--- config.mk ---
export PLATFORM = sky130hd
export DESIGN_NAME = wptx_ctrl
export DESIGN_NICKNAME = d
export VERILOG_FILES = /design/src/verilog/wptx_pkg.sv /design/src/verilog/wptx_ctrl.sv /design/src/verilog/wptx_loop_step.sv
export VERILOG_INCLUDE_DIRS = /design/src /design/src/verilog
export SDC_FILE = /design/constraint.sdc
export NUM_CORES = 1
export LEC_CHECK = 0
export BUFFER_PORTS_ARGS = -buffer_cell sky130_fd_sc_hd__buf_2
export CAP_MARGIN = 20
export CORE_MARGIN = 4
export CORE_UTILIZATION = 28
export CTS_BUF_LIST = sky130_fd_sc_hd__clkbuf_2 sky130_fd_sc_hd__clkbuf_4 sky130_fd_sc_hd__clkbuf_8
export DETAILED_ROUTE_END_ITERATION = 6
export PLACE_DENSITY = 0.45
export SLEW_MARGIN = 20
export SYNTH_ARGS = -nofsm -noshare
export SYNTH_HDL_FRONTEND = slang
export SYNTH_SLANG_ARGS = --single-unit
--- constraint.sdc ---
create_clock -name clk -period 7.85 [get_ports clk]
set_input_delay 0.3925 -clock clk [delete_from_list [all_inputs] [get_ports clk]]
set_output_delay 0.3925 -clock clk [all_outputs]
set_load 0.01 [all_outputs]
--- src/verilog/wptx_map.svh ---
// register map, field positions, limits and timing counts of the controller
`ifndef WPTX_MAP_SVH
`define WPTX_MAP_SVH

// clock and time figures
`define WPTX_CLK_MHZ            20
`define WPTX_DEAD_NS            1000
`define WPTX_DEAD_CYC   ((`WPTX_DEAD_NS * `WPTX_CLK_MHZ + 999) / 1000)
`define WPTX_PROBE_US           70000
`define WPTX_PROBE_CYC  (`WPTX_PROBE_US * `WPTX_CLK_MHZ)
`define WPTX_GAP_US             20000
`define WPTX_GAP_CYC    (`WPTX_GAP_US * `WPTX_CLK_MHZ)

// register byte offsets
`define WPTX_OFS_CTRL           5'h00
`define WPTX_OFS_TARGET         5'h04
`define WPTX_OFS_STATUS         5'h08
`define WPTX_OFS_FREQ           5'h0C
`define WPTX_OFS_VOLT           5'h10
`define WPTX_OFS_CURRENT        5'h14

// fields
`define WPTX_CTRL_EN_BIT        0
`define WPTX_TARGET_RST         12'h1F4

// operating frequency in Hz: 110000, 180000, probe 130000
`define WPTX_FREQ_MIN           18'h1ADB0
`define WPTX_FREQ_MAX           18'h2BF20
`define WPTX_FREQ_PROBE         18'h1FBD0
// inverter input voltage in 0.5 mV units: 5 V, 11 V, probe 8 V, retry 0.5 V
`define WPTX_VOLT_MIN           15'h2710
`define WPTX_VOLT_MAX           15'h55F0
`define WPTX_VOLT_PROBE         15'h3E80
`define WPTX_VOLT_RETRY_STEP    15'h03E8

// loop constants: proportional_gain, integral_gain, derivative_gain
`define WPTX_PROPORTIONAL_GAIN  16'sh0001
`define WPTX_INTEGRAL_GAIN      16'sh0000
`define WPTX_DERIVATIVE_GAIN    16'sh0000
// loop_output_clamp: 20000 (frequency), 1500 (voltage)
`define WPTX_FREQ_CLAMP         16'sh4E20
`define WPTX_VOLT_CLAMP         16'sh05DC

// receiver packet headers
`define WPTX_PKT_SIG_STRENGTH   8'h01
`define WPTX_PKT_END_POWER      8'h02
`define WPTX_PKT_CTRL_ERROR     8'h03

`endif

--- src/verilog/wptx_pkg.sv ---
// types shared by the transmitter controller
package wptx_pkg;

    typedef enum logic [2:0] {
        ST_IDLE,
        ST_DEAD,
        ST_PROBE,
        ST_GAP,
        ST_XFER
    } wptx_state_t;

endpackage // wptx_pkg

--- src/verilog/wptx_ctrl.sv ---
// dual-coil transmitter controller: coil select, probe and power loops
//
// Implementation choices: the Avalon-MM slave port and the register addresses.
`timescale 1ns/100ps
`include "wptx_map.svh"

module wptx_ctrl #(
    parameter int unsigned PROBE_CYCLES = `WPTX_PROBE_CYC,
    parameter int unsigned GAP_CYCLES   = `WPTX_GAP_CYC
) (
    // clock and reset
    input  wire logic        clk,
    input  wire logic        reset_n,
    // avalon-mm slave
    input  wire logic [4:0]  address,
    input  wire logic        read,
    input  wire logic        write,
    input  wire logic [31:0] writedata,
    input  wire logic [3:0]  byteenable,
    output logic [31:0]      readdata,
    output logic             waitrequest,
    // decoded receiver packets
    input  wire logic        pkt_valid,
    input  wire logic [7:0]  pkt_header,
    input  wire logic [7:0]  pkt_data,
    // coil current amplitude in mA
    input  wire logic        cur_valid,
    input  wire logic [11:0] cur_ma,
    // power stage
    output logic             upper_coil_switch,
    output logic             lower_coil_switch,
    output logic             power_on,
    output logic [17:0]      freq_cmd,
    output logic [14:0]      volt_cmd
);

    localparam logic [23:0] DEAD_LAST  = 24'(`WPTX_DEAD_CYC - 1);
    localparam logic [23:0] PROBE_LAST = 24'(PROBE_CYCLES - 1);
    localparam logic [23:0] GAP_LAST   = 24'(GAP_CYCLES - 1);

    wptx_pkg::wptx_state_t state_reg;
    wptx_pkg::wptx_state_t state_next;
    logic [23:0]           timer_reg;
    logic                  coil_reg;
    logic                  failed_reg;
    logic [7:0]            sig_reg;
    logic                  enable_reg;
    logic [11:0]           target_reg;
    logic [11:0]           cur_reg;
    logic                  step_reg;
    logic [17:0]           freq_reg;
    logic [14:0]           volt_reg;
    logic                  sw_upper_reg;
    logic                  sw_lower_reg;
    logic                  power_reg;
    logic [31:0]           rdata_reg;
    logic                  wait_reg;

    logic                  sig_pkt;
    logic                  end_pkt;
    logic                  cerr_pkt;
    logic                  gap_done;
    logic                  can_raise;
    logic                  give_up;
    logic                  bus_wr;
    logic                  bus_rd;
    logic [31:0]           rd_next;
    logic signed [15:0]    err;
    logic signed [15:0]    f_out;
    logic signed [15:0]    v_out;
    logic signed [19:0]    f_sum;
    logic signed [16:0]    v_sum;
    logic [14:0]           v_clamped;
    logic signed [13:0]    tgt_sum;

    assign sig_pkt  = pkt_valid && pkt_header == `WPTX_PKT_SIG_STRENGTH;
    assign end_pkt  = pkt_valid && pkt_header == `WPTX_PKT_END_POWER;
    assign cerr_pkt = pkt_valid && pkt_header == `WPTX_PKT_CTRL_ERROR;
    assign gap_done = state_reg == wptx_pkg::ST_GAP && timer_reg == GAP_LAST;
    assign can_raise =
        volt_reg <= `WPTX_VOLT_MAX - `WPTX_VOLT_RETRY_STEP;
    // both coils tried at the highest voltage that still fits
    assign give_up  = gap_done && coil_reg && !can_raise;
    assign bus_wr   = write && !wait_reg;
    assign bus_rd   = read && wait_reg;

    // probe and transfer sequence
    always_comb begin
        state_next = state_reg;
        case (state_reg)
            wptx_pkg::ST_IDLE: begin
                if (enable_reg && !failed_reg) begin
                    state_next = wptx_pkg::ST_DEAD;
                end
            end
            wptx_pkg::ST_DEAD: begin
                if (!enable_reg) begin
                    state_next = wptx_pkg::ST_IDLE;
                end else if (timer_reg == DEAD_LAST) begin
                    state_next = wptx_pkg::ST_PROBE;
                end
            end
            wptx_pkg::ST_PROBE: begin
                if (!enable_reg) begin
                    state_next = wptx_pkg::ST_IDLE;
                end else if (sig_pkt) begin
                    state_next = wptx_pkg::ST_XFER;
                end else if (timer_reg == PROBE_LAST) begin
                    state_next = wptx_pkg::ST_GAP;
                end
            end
            wptx_pkg::ST_GAP: begin
                if (!enable_reg || give_up) begin
                    state_next = wptx_pkg::ST_IDLE;
                end else if (gap_done) begin
                    state_next = wptx_pkg::ST_DEAD;
                end
            end
            wptx_pkg::ST_XFER: begin
                if (!enable_reg || end_pkt) begin
                    state_next = wptx_pkg::ST_IDLE;
                end
            end
            default: begin
                state_next = wptx_pkg::ST_IDLE;
            end
        endcase
    end

    always_ff @(posedge clk) begin
        if (!reset_n) begin
            state_reg <= wptx_pkg::ST_IDLE;
            timer_reg <= 24'h000000;
        end else begin
            state_reg <= state_next;
            if (state_next != state_reg) begin
                timer_reg <= 24'h000000;
            end else begin
                timer_reg <= timer_reg + 24'h000001;
            end
        end
    end

    // upper coil first, then lower; wraps back to upper on a voltage raise
    always_ff @(posedge clk) begin
        if (!reset_n) begin
            coil_reg <= 1'b0;
        end else if (state_reg == wptx_pkg::ST_IDLE) begin
            coil_reg <= 1'b0;
        end else if (gap_done) begin
            coil_reg <= !coil_reg;
        end
    end

    // failure flag: a give-up in the same cycle as a control write wins
    always_ff @(posedge clk) begin
        if (!reset_n) begin
            failed_reg <= 1'b0;
        end else if (give_up) begin
            failed_reg <= 1'b1;
        end else if (bus_wr && address == `WPTX_OFS_CTRL &&
                     byteenable[0]) begin
            failed_reg <= 1'b0;
        end
    end

    always_ff @(posedge clk) begin
        if (!reset_n) begin
            sig_reg <= 8'h00;
        end else if (state_reg == wptx_pkg::ST_PROBE && sig_pkt) begin
            sig_reg <= pkt_data;
        end
    end

    // switches open during dead time, so a coil change never overlaps
    always_ff @(posedge clk) begin
        if (!reset_n) begin
            sw_upper_reg <= 1'b0;
            sw_lower_reg <= 1'b0;
            power_reg    <= 1'b0;
        end else begin
            power_reg <= state_next == wptx_pkg::ST_PROBE ||
                         state_next == wptx_pkg::ST_XFER;
            sw_upper_reg <= !coil_reg &&
                            (state_next == wptx_pkg::ST_PROBE ||
                             state_next == wptx_pkg::ST_XFER);
            sw_lower_reg <= coil_reg &&
                            (state_next == wptx_pkg::ST_PROBE ||
                             state_next == wptx_pkg::ST_XFER);
        end
    end

    // current sample, 1 mA per count
    always_ff @(posedge clk) begin
        if (!reset_n) begin
            cur_reg <= 12'h000;
        end else if (cur_valid) begin
            cur_reg <= cur_ma;
        end
    end

    // control error packets move the target; the step runs one cycle later
    assign tgt_sum = $signed({2'b00, target_reg}) +
                     14'($signed(pkt_data));
    always_ff @(posedge clk) begin
        if (!reset_n) begin
            target_reg <= `WPTX_TARGET_RST;
            step_reg   <= 1'b0;
        end else begin
            step_reg <= state_reg == wptx_pkg::ST_XFER && cerr_pkt;
            if (state_reg == wptx_pkg::ST_XFER && cerr_pkt) begin
                if (tgt_sum < 14'sh0000) begin
                    target_reg <= 12'h000;
                end else if (tgt_sum > 14'sh0FFF) begin
                    target_reg <= 12'hFFF;
                end else begin
                    target_reg <= tgt_sum[11:0];
                end
            end else if (bus_wr && address == `WPTX_OFS_TARGET) begin
                if (byteenable[0]) begin
                    target_reg[7:0] <= writedata[7:0];
                end
                if (byteenable[1]) begin
                    target_reg[11:8] <= writedata[11:8];
                end
            end
        end
    end

    assign err = $signed({4'h0, target_reg}) - $signed({4'h0, cur_reg});

    wptx_loop_step #(
        .CLAMP (`WPTX_FREQ_CLAMP)
    ) u_freq_loop (
        .err (err),
        .out (f_out)
    );

    wptx_loop_step #(
        .CLAMP (`WPTX_VOLT_CLAMP)
    ) u_volt_loop (
        .err (err),
        .out (v_out)
    );

    // 1 Hz per unit on frequency, -0.5 mV per unit on voltage
    assign f_sum = $signed({2'b00, freq_reg}) + 20'(f_out);
    assign v_sum = $signed({2'b00, volt_reg}) - 17'(v_out);

    always_comb begin
        if (v_sum > $signed({2'b00, `WPTX_VOLT_MAX})) begin
            v_clamped = `WPTX_VOLT_MAX;
        end else if (v_sum < $signed({2'b00, `WPTX_VOLT_MIN})) begin
            v_clamped = `WPTX_VOLT_MIN;
        end else begin
            v_clamped = v_sum[14:0];
        end
    end

    // Hz and 0.5 mV resolution, well under the 0.5 kHz and 50 mV needed
    always_ff @(posedge clk) begin
        if (!reset_n) begin
            freq_reg <= `WPTX_FREQ_PROBE;
            volt_reg <= `WPTX_VOLT_PROBE;
        end else if (state_reg == wptx_pkg::ST_IDLE &&
                     state_next == wptx_pkg::ST_DEAD) begin
            freq_reg <= `WPTX_FREQ_PROBE;
            volt_reg <= `WPTX_VOLT_PROBE;
        end else if (gap_done && coil_reg &&
                     state_next == wptx_pkg::ST_DEAD) begin
            freq_reg <= `WPTX_FREQ_PROBE;
            volt_reg <= volt_reg + `WPTX_VOLT_RETRY_STEP;
        end else if (step_reg && state_reg == wptx_pkg::ST_XFER) begin
            // voltage takes over only when frequency runs out of band
            if (f_sum > $signed({2'b00, `WPTX_FREQ_MAX})) begin
                freq_reg <= `WPTX_FREQ_MAX;
                volt_reg <= v_clamped;
            end else if (f_sum < $signed({2'b00, `WPTX_FREQ_MIN})) begin
                freq_reg <= `WPTX_FREQ_MIN;
                volt_reg <= v_clamped;
            end else begin
                freq_reg <= f_sum[17:0];
            end
        end
    end

    // control register
    always_ff @(posedge clk) begin
        if (!reset_n) begin
            enable_reg <= 1'b0;
        end else if (bus_wr && address == `WPTX_OFS_CTRL &&
                     byteenable[0]) begin
            enable_reg <= writedata[`WPTX_CTRL_EN_BIT];
        end
    end

    always_comb begin
        rd_next = 32'h00000000;
        case (address)
            `WPTX_OFS_CTRL: begin
                rd_next[`WPTX_CTRL_EN_BIT] = enable_reg;
            end
            `WPTX_OFS_TARGET: begin
                rd_next[11:0] = target_reg;
            end
            `WPTX_OFS_STATUS: begin
                rd_next[2:0]  = state_reg;
                rd_next[3]    = sw_upper_reg;
                rd_next[4]    = sw_lower_reg;
                rd_next[5]    = failed_reg;
                rd_next[6]    = power_reg;
                rd_next[15:8] = sig_reg;
            end
            `WPTX_OFS_FREQ: begin
                rd_next[17:0] = freq_reg;
            end
            `WPTX_OFS_VOLT: begin
                rd_next[14:0] = volt_reg;
            end
            `WPTX_OFS_CURRENT: begin
                rd_next[11:0] = cur_reg;
            end
            default: begin
                rd_next = 32'h00000000;
            end
        endcase
    end

    // one wait state: request seen, then waitrequest drops for one cycle
    always_ff @(posedge clk) begin
        if (!reset_n) begin
            wait_reg  <= 1'b1;
            rdata_reg <= 32'h00000000;
        end else begin
            wait_reg <= !((read || write) && wait_reg);
            if (bus_rd) begin
                rdata_reg <= rd_next;
            end
        end
    end

    assign readdata          = rdata_reg;
    assign waitrequest       = wait_reg;
    assign upper_coil_switch = sw_upper_reg;
    assign lower_coil_switch = sw_lower_reg;
    assign power_on          = power_reg;
    assign freq_cmd          = freq_reg;
    assign volt_cmd          = volt_reg;
endmodule // wptx_ctrl

--- src/verilog/wptx_loop_step.sv ---
// proportional loop step with symmetric output clamp
`timescale 1ns/100ps
`include "wptx_map.svh"

module wptx_loop_step #(
    parameter logic signed [15:0] CLAMP = 16'sh0001
) (
    // error in mA
    input  wire logic signed [15:0] err,
    // clamped loop output
    output logic signed [15:0]      out
);

    logic signed [31:0] prod;

    // integral and derivative gains are zero, so only the p term remains
    always_comb begin
        prod = err * `WPTX_PROPORTIONAL_GAIN;
        if (prod > 32'(CLAMP)) begin
            out = CLAMP;
        end else if (prod < -32'(CLAMP)) begin
            out = -CLAMP;
        end else begin
            out = prod[15:0];
        end
    end

endmodule // wptx_loop_step

# Yosys cells after proc, flatten, opt, wreduce, memory -nomap -nowiden
# Cells that the tools add are included.
# W data, S select, Z words.
word_totals:
  ff_bits: 118
  output_inout_bits: 69
  word_cells: 136
classes:
  n_addsub: 6
  order_cmp: 11
  eq_ne: 19
  muxes: 37
  n_bitwise: 1
  reduce_logical: 45
ops:
  columns: ["cell", "n"]
  rows:
  - ["$mux W15", 6]
  - ["$mux W16", 4]
  - ["$mux W12", 4]
  - ["$mux W18", 2]
  - ["$pmux W6 S5", 1]
  - ["$mux W3", 9]
  - ["$add A24 B1 Y24 const B", 1]
  - ["$eq A24 B19 Y1 const B", 1]
  - ["$eq A24 B21 Y1 const B", 1]
  - ["$eq A24 B5 Y1 const B", 1]
  - ["$add A19 B16 Y20", 1]
  - ["$gt A20 B19 Y1 const B", 1]
  - ["$logic_and A1 B1 Y1", 20]
  - ["$lt A20 B18 Y1 const B", 1]
  - ["$pmux W4 S5", 1]
  - ["$gt A17 B16 Y1 const B", 1]
  - ["$lt A17 B15 Y1 const B", 1]
  - ["$sub A16 B16 Y17", 1]
  - ["$eq A8 B2 Y1 const B", 2]
  - ["$gt A13 B16 Y1 const B", 1]
  - ["$lt A13 B16 Y1 const B", 1]
  - ["$add A15 B10 Y15 const B", 1]
  - ["$le A15 B15 Y1 const B", 1]
  - ["$pmux W3 S5", 1]
  - ["32 further kinds", 55]

# Depth between registers and ports, before layout
# Gate-level depths: netlist of run 1.
logic_depth:
  word_depth: 12
  mapped_depth: 31
  depth_no_buf: 31

# By module
# From an unflattened synthesis of run 1, not the netlist that was laid out.
hier_totals:
  cells_unflattened: 1198
  hier_area_um2: 9212.6
modules_own_cells:
  columns: ["module", "instances", "cells_each", "area_per_inst_um2", "seq_area_each_um2"]
  rows:
  - ["wptx_ctrl", 1, 1111, 8602.0, 2362.3]
  - ["wptx_loop_step at u_freq_loop", 1, 44, 344.1, 0.0]
  - ["wptx_loop_step at u_volt_loop", 1, 43, 266.5, 0.0]

# Least setup slack after synthesis of run 1
# Ideal clock, no wire load.
synth_timing:
  kind: "reg-to-reg"
  from: "reg target_reg[0]"
  to: "reg volt_reg[10], in the netlist volt_cmd[10]"
  setup_ns: 0.132
  t_arrival_ns: 5.873
  slack_ns: 1.844
  stages_incl_launch_ff: 29
  path_buffers: 0
  period_less_slack_ns: 6.006
  cell_sequence: "dfxtp_1 -> inv_1 -> ha_1 -> fa_1 -> nand2b_1 -> a21oi_2 -> mux2_2 -> nor2_1 -> or4_1 -> a21oi_1 -> o21ai_1 -> nand2_1 -> nor2_1 -> ha_1 -> inv_1 -> fa_1 -> a21o_1 -> a21oi_1 -> or4b_2 -> o2111ai_1 -> and3_1 -> a41o_1 -> a21oi_1 -> o31a_1 -> o21ai_0 -> or3_1 -> or3_1 -> a311oi_1 -> o211ai_1"
synth_between:
  elab_chain_len: 12
  word_cells_on_any_way: 23
synth_rtl:
  columns: ["element", "line_no", "rtl"]
  rows:
  - ["start, declared", "wptx_ctrl.sv:48", "logic [11:0] target_reg;"]
  - ["start signal, assigned", "wptx_ctrl.sv:207", "target_reg <= `WPTX_TARGET_RST;"]
  - ["start signal, assigned", "wptx_ctrl.sv:217", "target_reg <= tgt_sum[11:0];"]
  - ["start signal, assigned", "wptx_ctrl.sv:221", "target_reg[7:0] <= writedata[7:0];"]
  - ["$sub A12 B12 Y13 (*)", "wptx_ctrl.sv:230", "assign err = $signed({4'h0, target_reg}) - $signed({4'h0, cur_reg});"]
  - ["$lt A13 B12 Y1", "wptx_loop_step.sv:21", "end else if (prod < -32'(CLAMP)) begin"]
  - ["$mux W16", "wptx_loop_step.sv:21", null]
  - ["$mux W16", "wptx_loop_step.sv:19", "if (prod > 32'(CLAMP)) begin"]
  - ["$sub A16 B16 Y17", "wptx_ctrl.sv:248", "assign v_sum = $signed({2'b00, volt_reg}) - 17'(v_out);"]
  - ["$lt A17 B15 Y1", "wptx_ctrl.sv:253", "end else if (v_sum < $signed({2'b00, `WPTX_VOLT_MIN})) begin"]
  - ["$mux W15", "wptx_ctrl.sv:253", null]
  - ["$mux W15", "wptx_ctrl.sv:251", "if (v_sum > $signed({2'b00, `WPTX_VOLT_MAX})) begin"]
  - ["$mux W15", "wptx_ctrl.sv:278", "end else if (f_sum < $signed({2'b00, `WPTX_FREQ_MIN})) begin"]
  - ["$mux W15", "wptx_ctrl.sv:275", "if (f_sum > $signed({2'b00, `WPTX_FREQ_MAX})) begin"]
  - ["$mux W15", "wptx_ctrl.sv:273", "end else if (step_reg && state_reg == wptx_pkg::ST_XFER) begin"]
  - ["$mux W15", "wptx_ctrl.sv:269", "end else if (gap_done && coil_reg &&"]
  - ["end signal, assigned", "wptx_ctrl.sv:268", "volt_reg <= `WPTX_VOLT_PROBE;"]
  - ["end signal, assigned", "wptx_ctrl.sv:277", "volt_reg <= v_clamped;"]
  - ["end signal, assigned", "wptx_ctrl.sv:280", "volt_reg <= v_clamped;"]
  - ["end, declared", "wptx_ctrl.sv:52", "logic [14:0] volt_reg;"]
# Every way passes the cells marked *; elsewhere a longest branch is shown, timed or not. The select of a mux whose other input is x is not followed.
# A chain may end at the register's enable or synchronous reset.

# Worst setup path in the final report of run 1
# Same ends and word-level chain as after synthesis.

==> results.tsv, run 1 <==
stage	metric	value	unit
grt	use_met2	0.286	
setup_path	max_stage_delay	0.47	ns
power_and_ir_drop	intPower	1.12	mW
setup_path	r2r_setup_slack	0.90	ns
die	die_y	193	um
synth	netlist_instances	1222	
cts	clk_path_buf_depth	2	
cts	cts_tree	yes	
final_layout	largest_reg_flops	24	
cts	cts-htree-levels	4	
cts	numCtsBuffers	17	
detailed_routing	routed_wl	33500	um
grt	grt_max_degree	64	
setup_path	r2r_start	target_reg[0]$_SDFFE_PN0P_	
timing	tns	0	ns
grt	grt_use_met1	0.251	
power_and_ir_drop	power_per_cell_area	164	mW/mm2
die	initial_core_util	0.284	
final_layout	syn_to_final_growth	13.7	%
grt	antenna_found_initial	0	
final_layout	utilization	0.323	
cts	cts.sinks	118	
timing	finClkSkew	0.0335	ns
setup_path	r2r-end	volt_cmd[10]$_SDFFE_PP1P_	
power_and_ir_drop	combPwrFrac	0.319	
cts	clk_transition_reported_paths	0.09	ns
setup_path	critPathLaunchType	register	
die	coreArea	0.0336	mm2
grt	busiest_layer	met2	
grt	gr-total-overflow	0	
grt	grt_pass1_vias	9058	
synth	ys_ff_latch	118	
power_and_ir_drop	p_clk_frac	0.335	
placement	gp_congestion	0.865	
setup_path	critPathRequiredTime	8.19	ns
timing	drv_slew	0	
timing	final-hold-violation-count	0	
detailed_routing	drtPass1Iterations	5	
grt	grt_pass1_wl	52000	um
synth	yosysWarnings	0	
synth	yosysSeqAreaShare	0.247	
detailed_routing	wl_per_cell	19.0	um
placement	hpwl	25900	um
grt	grt_use_total	0.181	
placement	port_buffers	107	
power_and_ir_drop	power.total	1.78	mW
timing	slew_headroom	0.349	
synth	post_synth.cell_area_avg	7.81	um2
setup_path	end_kind	register	
status	outcome	complete, no violations	
cts	cts_hold_buf	0	
cts	clkLatencyLatePin	0.48	ns
timing	timing.final.crit_share	0.885	
cts	cts_root_buf	clkbuf_8	
synth	synth-edff-count	0	
timing	min_period	6.95	ns
timing	fmax	144	MHz
detailed_routing	viasPerCell	5.24	
power_and_ir_drop	seqPwrFrac	0.346	
min_path	worstHoldEndpoint	waitrequest$_SDFF_PN1_	
synth	post_synth_num_cell_types	93	
min_path	holdPathStages	2	
synth	synth_area	0.00955	mm2
power_and_ir_drop	p_leak	4.37	nW
min_path	min-delay-start	write	
timing	worst_pin_slew	0.977	ns
detailed_routing	num_vias	9251	
detailed_routing	drtIter0Drc	596	
synth	synth_ff_type	dfxtp_1	
grt	grt_util_met3	0.0336	
detailed_routing	drc	0	
setup_path	slowest_stage	or3_1	
setup_path	critPathArrivalTime	7.30	ns
timing	rsz0062_at_grt	no	
power_and_ir_drop	max-vdd-ir-drop	0.0961	mV
setup_path	cpMostUsedCell	a21oi_1	
setup_path	critPathKind	reg -> reg	
run	maxCapViolCount	0	
final_layout	drive_gt1_frac	0.131	
timing	final-setup-viol-count	0	
cts	cts_setup_buffers	0	
setup_path	ff2ff_path_depth	28	
detailed_routing	ant_nets	0	
min_path	hp-class	in -> reg	
die	die_w	193	um
die	ioPinCount	144	
synth	synthArstFlopShare	0	
final_layout	fin_nets	1437	
die	dieArea	0.0371	mm2
die	row_count	67	
power_and_ir_drop	power.switching	0.662	mW
power_and_ir_drop	switching_share	0.371	
setup_path	crit_path_max_fanout	9	
cts	cts_resized	0	
final_layout	num_antenna_cells	0	
==> cells in the mapped netlist (all sizes together) (19+ instances only) <==
library cell | count | area [um2]
dfxtp | 118 | 2360
xnor2 | 44 | 385
nand2 | 99 | 372
buf | 26 | 178
or3 | 19 | 124
o21ai | 85 | 425
clkbuf | 39 | 146
nor2b | 37 | 231
and2 | 22 | 138
xor2 | 26 | 228
nor3 | 34 | 175
a21oi | 70 | 354
ha | 53 | 663
nand3 | 42 | 210
nor2 | 121 | 454
mux2i | 54 | 541
inv | 50 | 188
==> power by group through the flow <==
stage	Sequential [mW]	Combinational, mW	Clock, mW
after CTS	0.617	0.569	0.618
final	0.616	0.569	0.597
after detailed placement	0.631	0.566	0
after global placement	0.631	0.564	0
after global routing	0.618	0.631	0.640
after floorplan	0.631	0.428	0
==> worst max-delay path: cells and delay by family (launching register included) <==
kind / cells / cell delay, ns
AO/OA/AOI/OAI: 12 / 2.44
AND/OR/NAND/NOR: 9 / 2.24
adder cells (fa/ha/maj): 4 / 1.21
multiplexers: 1 / 0.40
flip-flops: 1 / 0.38
buffers and inverters: 2 / 0.12
==> layer usage <==
layer | part of all wire | wire, um
met5 | 0 | 0
met3 | 0.049 | 1650
met1 | 0.48 | 16000
met4 | 0.020 | 665
met2 | 0.45 | 15100
==> kinds of logic (layout without fill, tap and decap cells) <==
group | after synthesis | count (layout) | synth area share
XOR/XNOR | 73 | 73 | 0.0713
multiplexers | 60 | 60 | 0.0637
other | 1 | 14 | 0.000393
adder cells (fa/ha/maj) | 59 | 59 | 0.0799
AND/OR/NAND/NOR | 461 | 461 | 0.244
flip-flops | 118 | 118 | 0.247
buffers and inverters | 115 | 197 | 0.0536
AO/OA/AOI/OAI | 335 | 335 | 0.240
==> placed cells by master, fill, tap and decap left out, types with 37 or more instances in the layout <==
cell type / n
a21oi_1: 69
buf_2: 107
dfxtp_1: 118
ha_1: 53
inv_1: 49
mux2i_1: 54
nand2_1: 99
nand3_1: 42
nor2_1: 121
nor2b_1: 37
o21ai_0: 83
xnor2_1: 44
==> per-stage QoR <==
step | worst slack (ns) | hold slack (ns) | cells | area, um2
2_1_floorplan | 1.84 | 0.426 | 1235 | 9600
3_3_place_gp | 1.04 | 0.430 | 1734 | 10500
3_5_place_dp | 0.944 | 0.441 | 1734 | 10500
4_1_cts | 0.915 | 0.103 | 1765 | 10900
5_1_grt | 0.365 | 0.129 | 1765 | 10900
6_report | 0.900 | 0.144 | 1765 | 10900
==> layout make-up <==
class,instances,area [um2]
clock buffers,18,248
clock inverters,13,145
fillers,3654,22800
inverters,50,188
multi-input cells,1002,6750
flip-flops and latches,118,2360
well taps,448,561
repair buffers,116,603
==> how the worst max path moves through the flow <==
stage	startpoint	to	slack (ns)	cells after the start
5_1_grt	target_reg[0]$_SDFFE_PN0P_	volt_cmd[10]$_SDFFE_PP1P_	0.37	28
3_3_place_gp	target_reg[0]$_SDFFE_PN0P_	volt_cmd[10]$_SDFFE_PP1P_	1.04	28
2_1_floorplan	target_reg[0]$_SDFFE_PN0P_	volt_cmd[10]$_SDFFE_PP1P_	1.84	28
3_5_place_dp	target_reg[0]$_SDFFE_PN0P_	volt_cmd[10]$_SDFFE_PP1P_	0.94	28
4_1_cts	target_reg[0]$_SDFFE_PN0P_	volt_cmd[10]$_SDFFE_PP1P_	0.91	28
6_report	target_reg[0]$_SDFFE_PN0P_	volt_cmd[10]$_SDFFE_PP1P_	0.90	28
Note: power is estimated with default switching activity, not from simulation.
==> run 2: changes to the inputs <==
CORE_ASPECT_RATIO = 1.5   (was unset)
clock period = 7.87 ns   (was 7.85 ns; I/O delays follow)
==> run 2 against run 1 <==
Net effect: sequential share of layout area about the same; global-route usage decreased by 0.10 points; fmax shrank 1.4%; non-clock buffer count grew 12; flip-flop and latch count stayed put; power shrank 3.6%; die area rose by 0.16%; critical path type unchanged; largest power group unchanged; highest routed layer unchanged.
==> results.tsv, run 2 (synthesis results as in run 1) <==
stage	metric	value	unit	change
detailed_routing	routed_wl	34100	um	+1.7%
cts	cts_root_buf	clkbuf_8		
final_layout	layout_commonest_cell	nor2_1		
cts	cts_tree	yes		
cts	cts-htree-levels	4		unchanged
detailed_routing	ant_nets	0		unchanged
power_and_ir_drop	p_leak	4.40	nW	+0.80%
cts	cts.sinks	118		unchanged
min_path	hp-class	in -> reg		
setup_path	crit_path_max_fanout	16		+7
power_and_ir_drop	power_per_cell_area	158	mW/mm2	-3.6%
detailed_routing	viasPerCell	5.31		+1.3%
timing	final-setup-viol-count	0		unchanged
placement	postPlaceCellArea	0.0105	mm2	+0.42%
grt	grt_max_degree	64		unchanged
timing	timing.final.crit_share	0.895		+0.00992
placement	hpwl	27100	um	+4.3%
status	outcome	complete, no violations		
timing	final-hold-violation-count	0		unchanged
grt	grt_use_total	0.180		-0.00104
power_and_ir_drop	power.total	1.72	mW	-3.6%
cts	clkLatencyLatePin	0.48	ns	about the same
setup_path	critPathArrivalTime	7.42	ns	+0.12 ns
final_layout	regArea	0.00236	mm2	unchanged
power_and_ir_drop	max-vdd-ir-drop	0.0991	mV	+3.1%
timing	finClkSkew	0.00969	ns	-0.0238 ns
placement	dp_slack	0.881	ns	-0.0629 ns
final_layout	drive_gt1_frac	0.140		+0.00849
cts	numCtsBuffers	17		unchanged
timing	worst_slack	0.824	ns	-0.0758 ns
placement	gp_congestion	0.841		-2.8%
die	die_y	234	um	+22%
timing	worst_pin_slew	1.06	ns	+0.0862 ns
die	row_count	82		+22%
cts	cts_resized	0		unchanged
timing	tns	0	ns	unchanged
final_layout	multiInputGateArea	0.00674	mm2	-0.17%
final_layout	fin_nets	1449		+0.84%
detailed_routing	drc	0		unchanged
final_layout	syn_to_final_growth	13.6	%	about the same
setup_path	critPathKind	reg -> reg		
timing	drv_slew	0		unchanged
final_layout	fin_cells	1750		-0.85%
die	initial_core_util	0.285		+0.000561
final_layout	final_cell_mix	121 x nor2_1, 118 x dfxtp_1, 107 x buf_2		
grt	antenna_found_initial	0		unchanged
placement	port_buffers	107		unchanged
final_layout	fillers	3630		-0.66%
detailed_routing	wl_per_cell	19.5	um	+2.6%
die	ioPinCount	144		unchanged
setup_path	end_kind	register		
detailed_routing	drtIter0Drc	455		-24%
timing	fmax	142	MHz	-1.4%
final_layout	num_antenna_cells	0		unchanged
detailed_routing	drtPass1Iterations	6		+1
die	coreArea	0.0335	mm2	-0.20%
detailed_routing	num_vias	9289		+0.41%
cts	clk_transition_reported_paths	0.08	ns	about the same
die	dieArea	0.0372	mm2	+0.16%
grt	grt_pass1_wl	52200	um	+0.41%
timing	min_period	7.05	ns	+0.0958 ns
setup_path	critPathRequiredTime	8.24	ns	+0.05 ns
placement	dp.cells	1718		-0.92%
cts	clk_path_buf_depth	2		unchanged
cts	cts_setup_buffers	0		unchanged
setup_path	setup.worst_path.start	target_reg[0]$_SDFFE_PN0P_		
final_layout	largest_reg_flops	24		unchanged
timing	slew_headroom	0.289		-0.0597
grt	gr-total-overflow	0		unchanged
final_layout	final_area	0.0108	mm2	about the same
min_path	min-delay-start	write		
timing	rsz0062_at_grt	no		
cts	cts_hold_buf	0		unchanged
setup_path	critPathLaunchType	register		
setup_path	r2r_start	target_reg[0]$_SDFFE_PN0P_		
grt	grt_pass1_vias	9051		-0.077%
run	maxCapViolCount	0		unchanged
die	die_w	159	um	-18%
run 2: cell type report:
class                   instances  share of cell area
multi-input cells            1002               0.621
flip-flops and latches        118               0.218
repair buffers                128              0.0639
well taps                     420              0.0484
clock buffers                  20              0.0242
inverters                      50              0.0173
clock inverters                12             0.00750
run 2: final timing paths:
path,end,slack [ns],cells past startpoint
setup reg to reg,volt_cmd[3]$_SDFFE_PP0P_,0.82,23
setup / recovery,volt_cmd[3]$_SDFFE_PP0P_,0.82,23
hold / removal,waitrequest$_SDFF_PN1_,0.13,2
hold reg to reg,waitrequest$_SDFF_PN1_,0.46,1
run 2: stage by stage:
step,hold slack [ns],util
6_report,0.130,0.323
5_1_grt,0.106,0.323
4_1_cts,0.0899,0.323
3_5_place_dp,0.441,0.313
3_3_place_gp,0.440,0.313
2_1_floorplan,0.426,-
run 2: power breakdown:
group	internal, mW	switching (mW)
sequential	0.608	0.00723
combinational	0.229	0.358
clock	0.230	0.286
run 2: worst max-delay path, stage by stage, from the launching register on:
cell and delay (ns):
dfxtp_1 0.42, inv_1 0.08, ha_1 0.23, fa_1 0.40, nand2b_1 0.19, a21oi_2 0.30, nor2_1 0.09, xnor2_1 0.19
ha_1 0.27, nor4_1 0.25, o21ai_0 0.19, a31oi_1 0.43, nor3_2 0.14, o41ai_2 0.56, a311oi_1 0.27, o211a_1 0.30
maj3_1 0.42, mux2i_1 0.28, xnor2_1 0.23, o41ai_4 0.17, a31oi_2 0.88, buf_4 0.30, nor4_1 0.06, a311o_1 0.27
run 2: metal layers:
| metal | GRT usage | share of wire | up-vias |
|---|---|---|---|
| met5 | 0 | 0 | - |
| met4 | 0.0773 | 0.038 | 0 |
| met3 | 0.0297 | 0.031 | 56 |
| met2 | 0.335 | 0.52 | 176 |
| met1 | 0.202 | 0.41 | 4419 |
| li1 | - | - | 4638 |
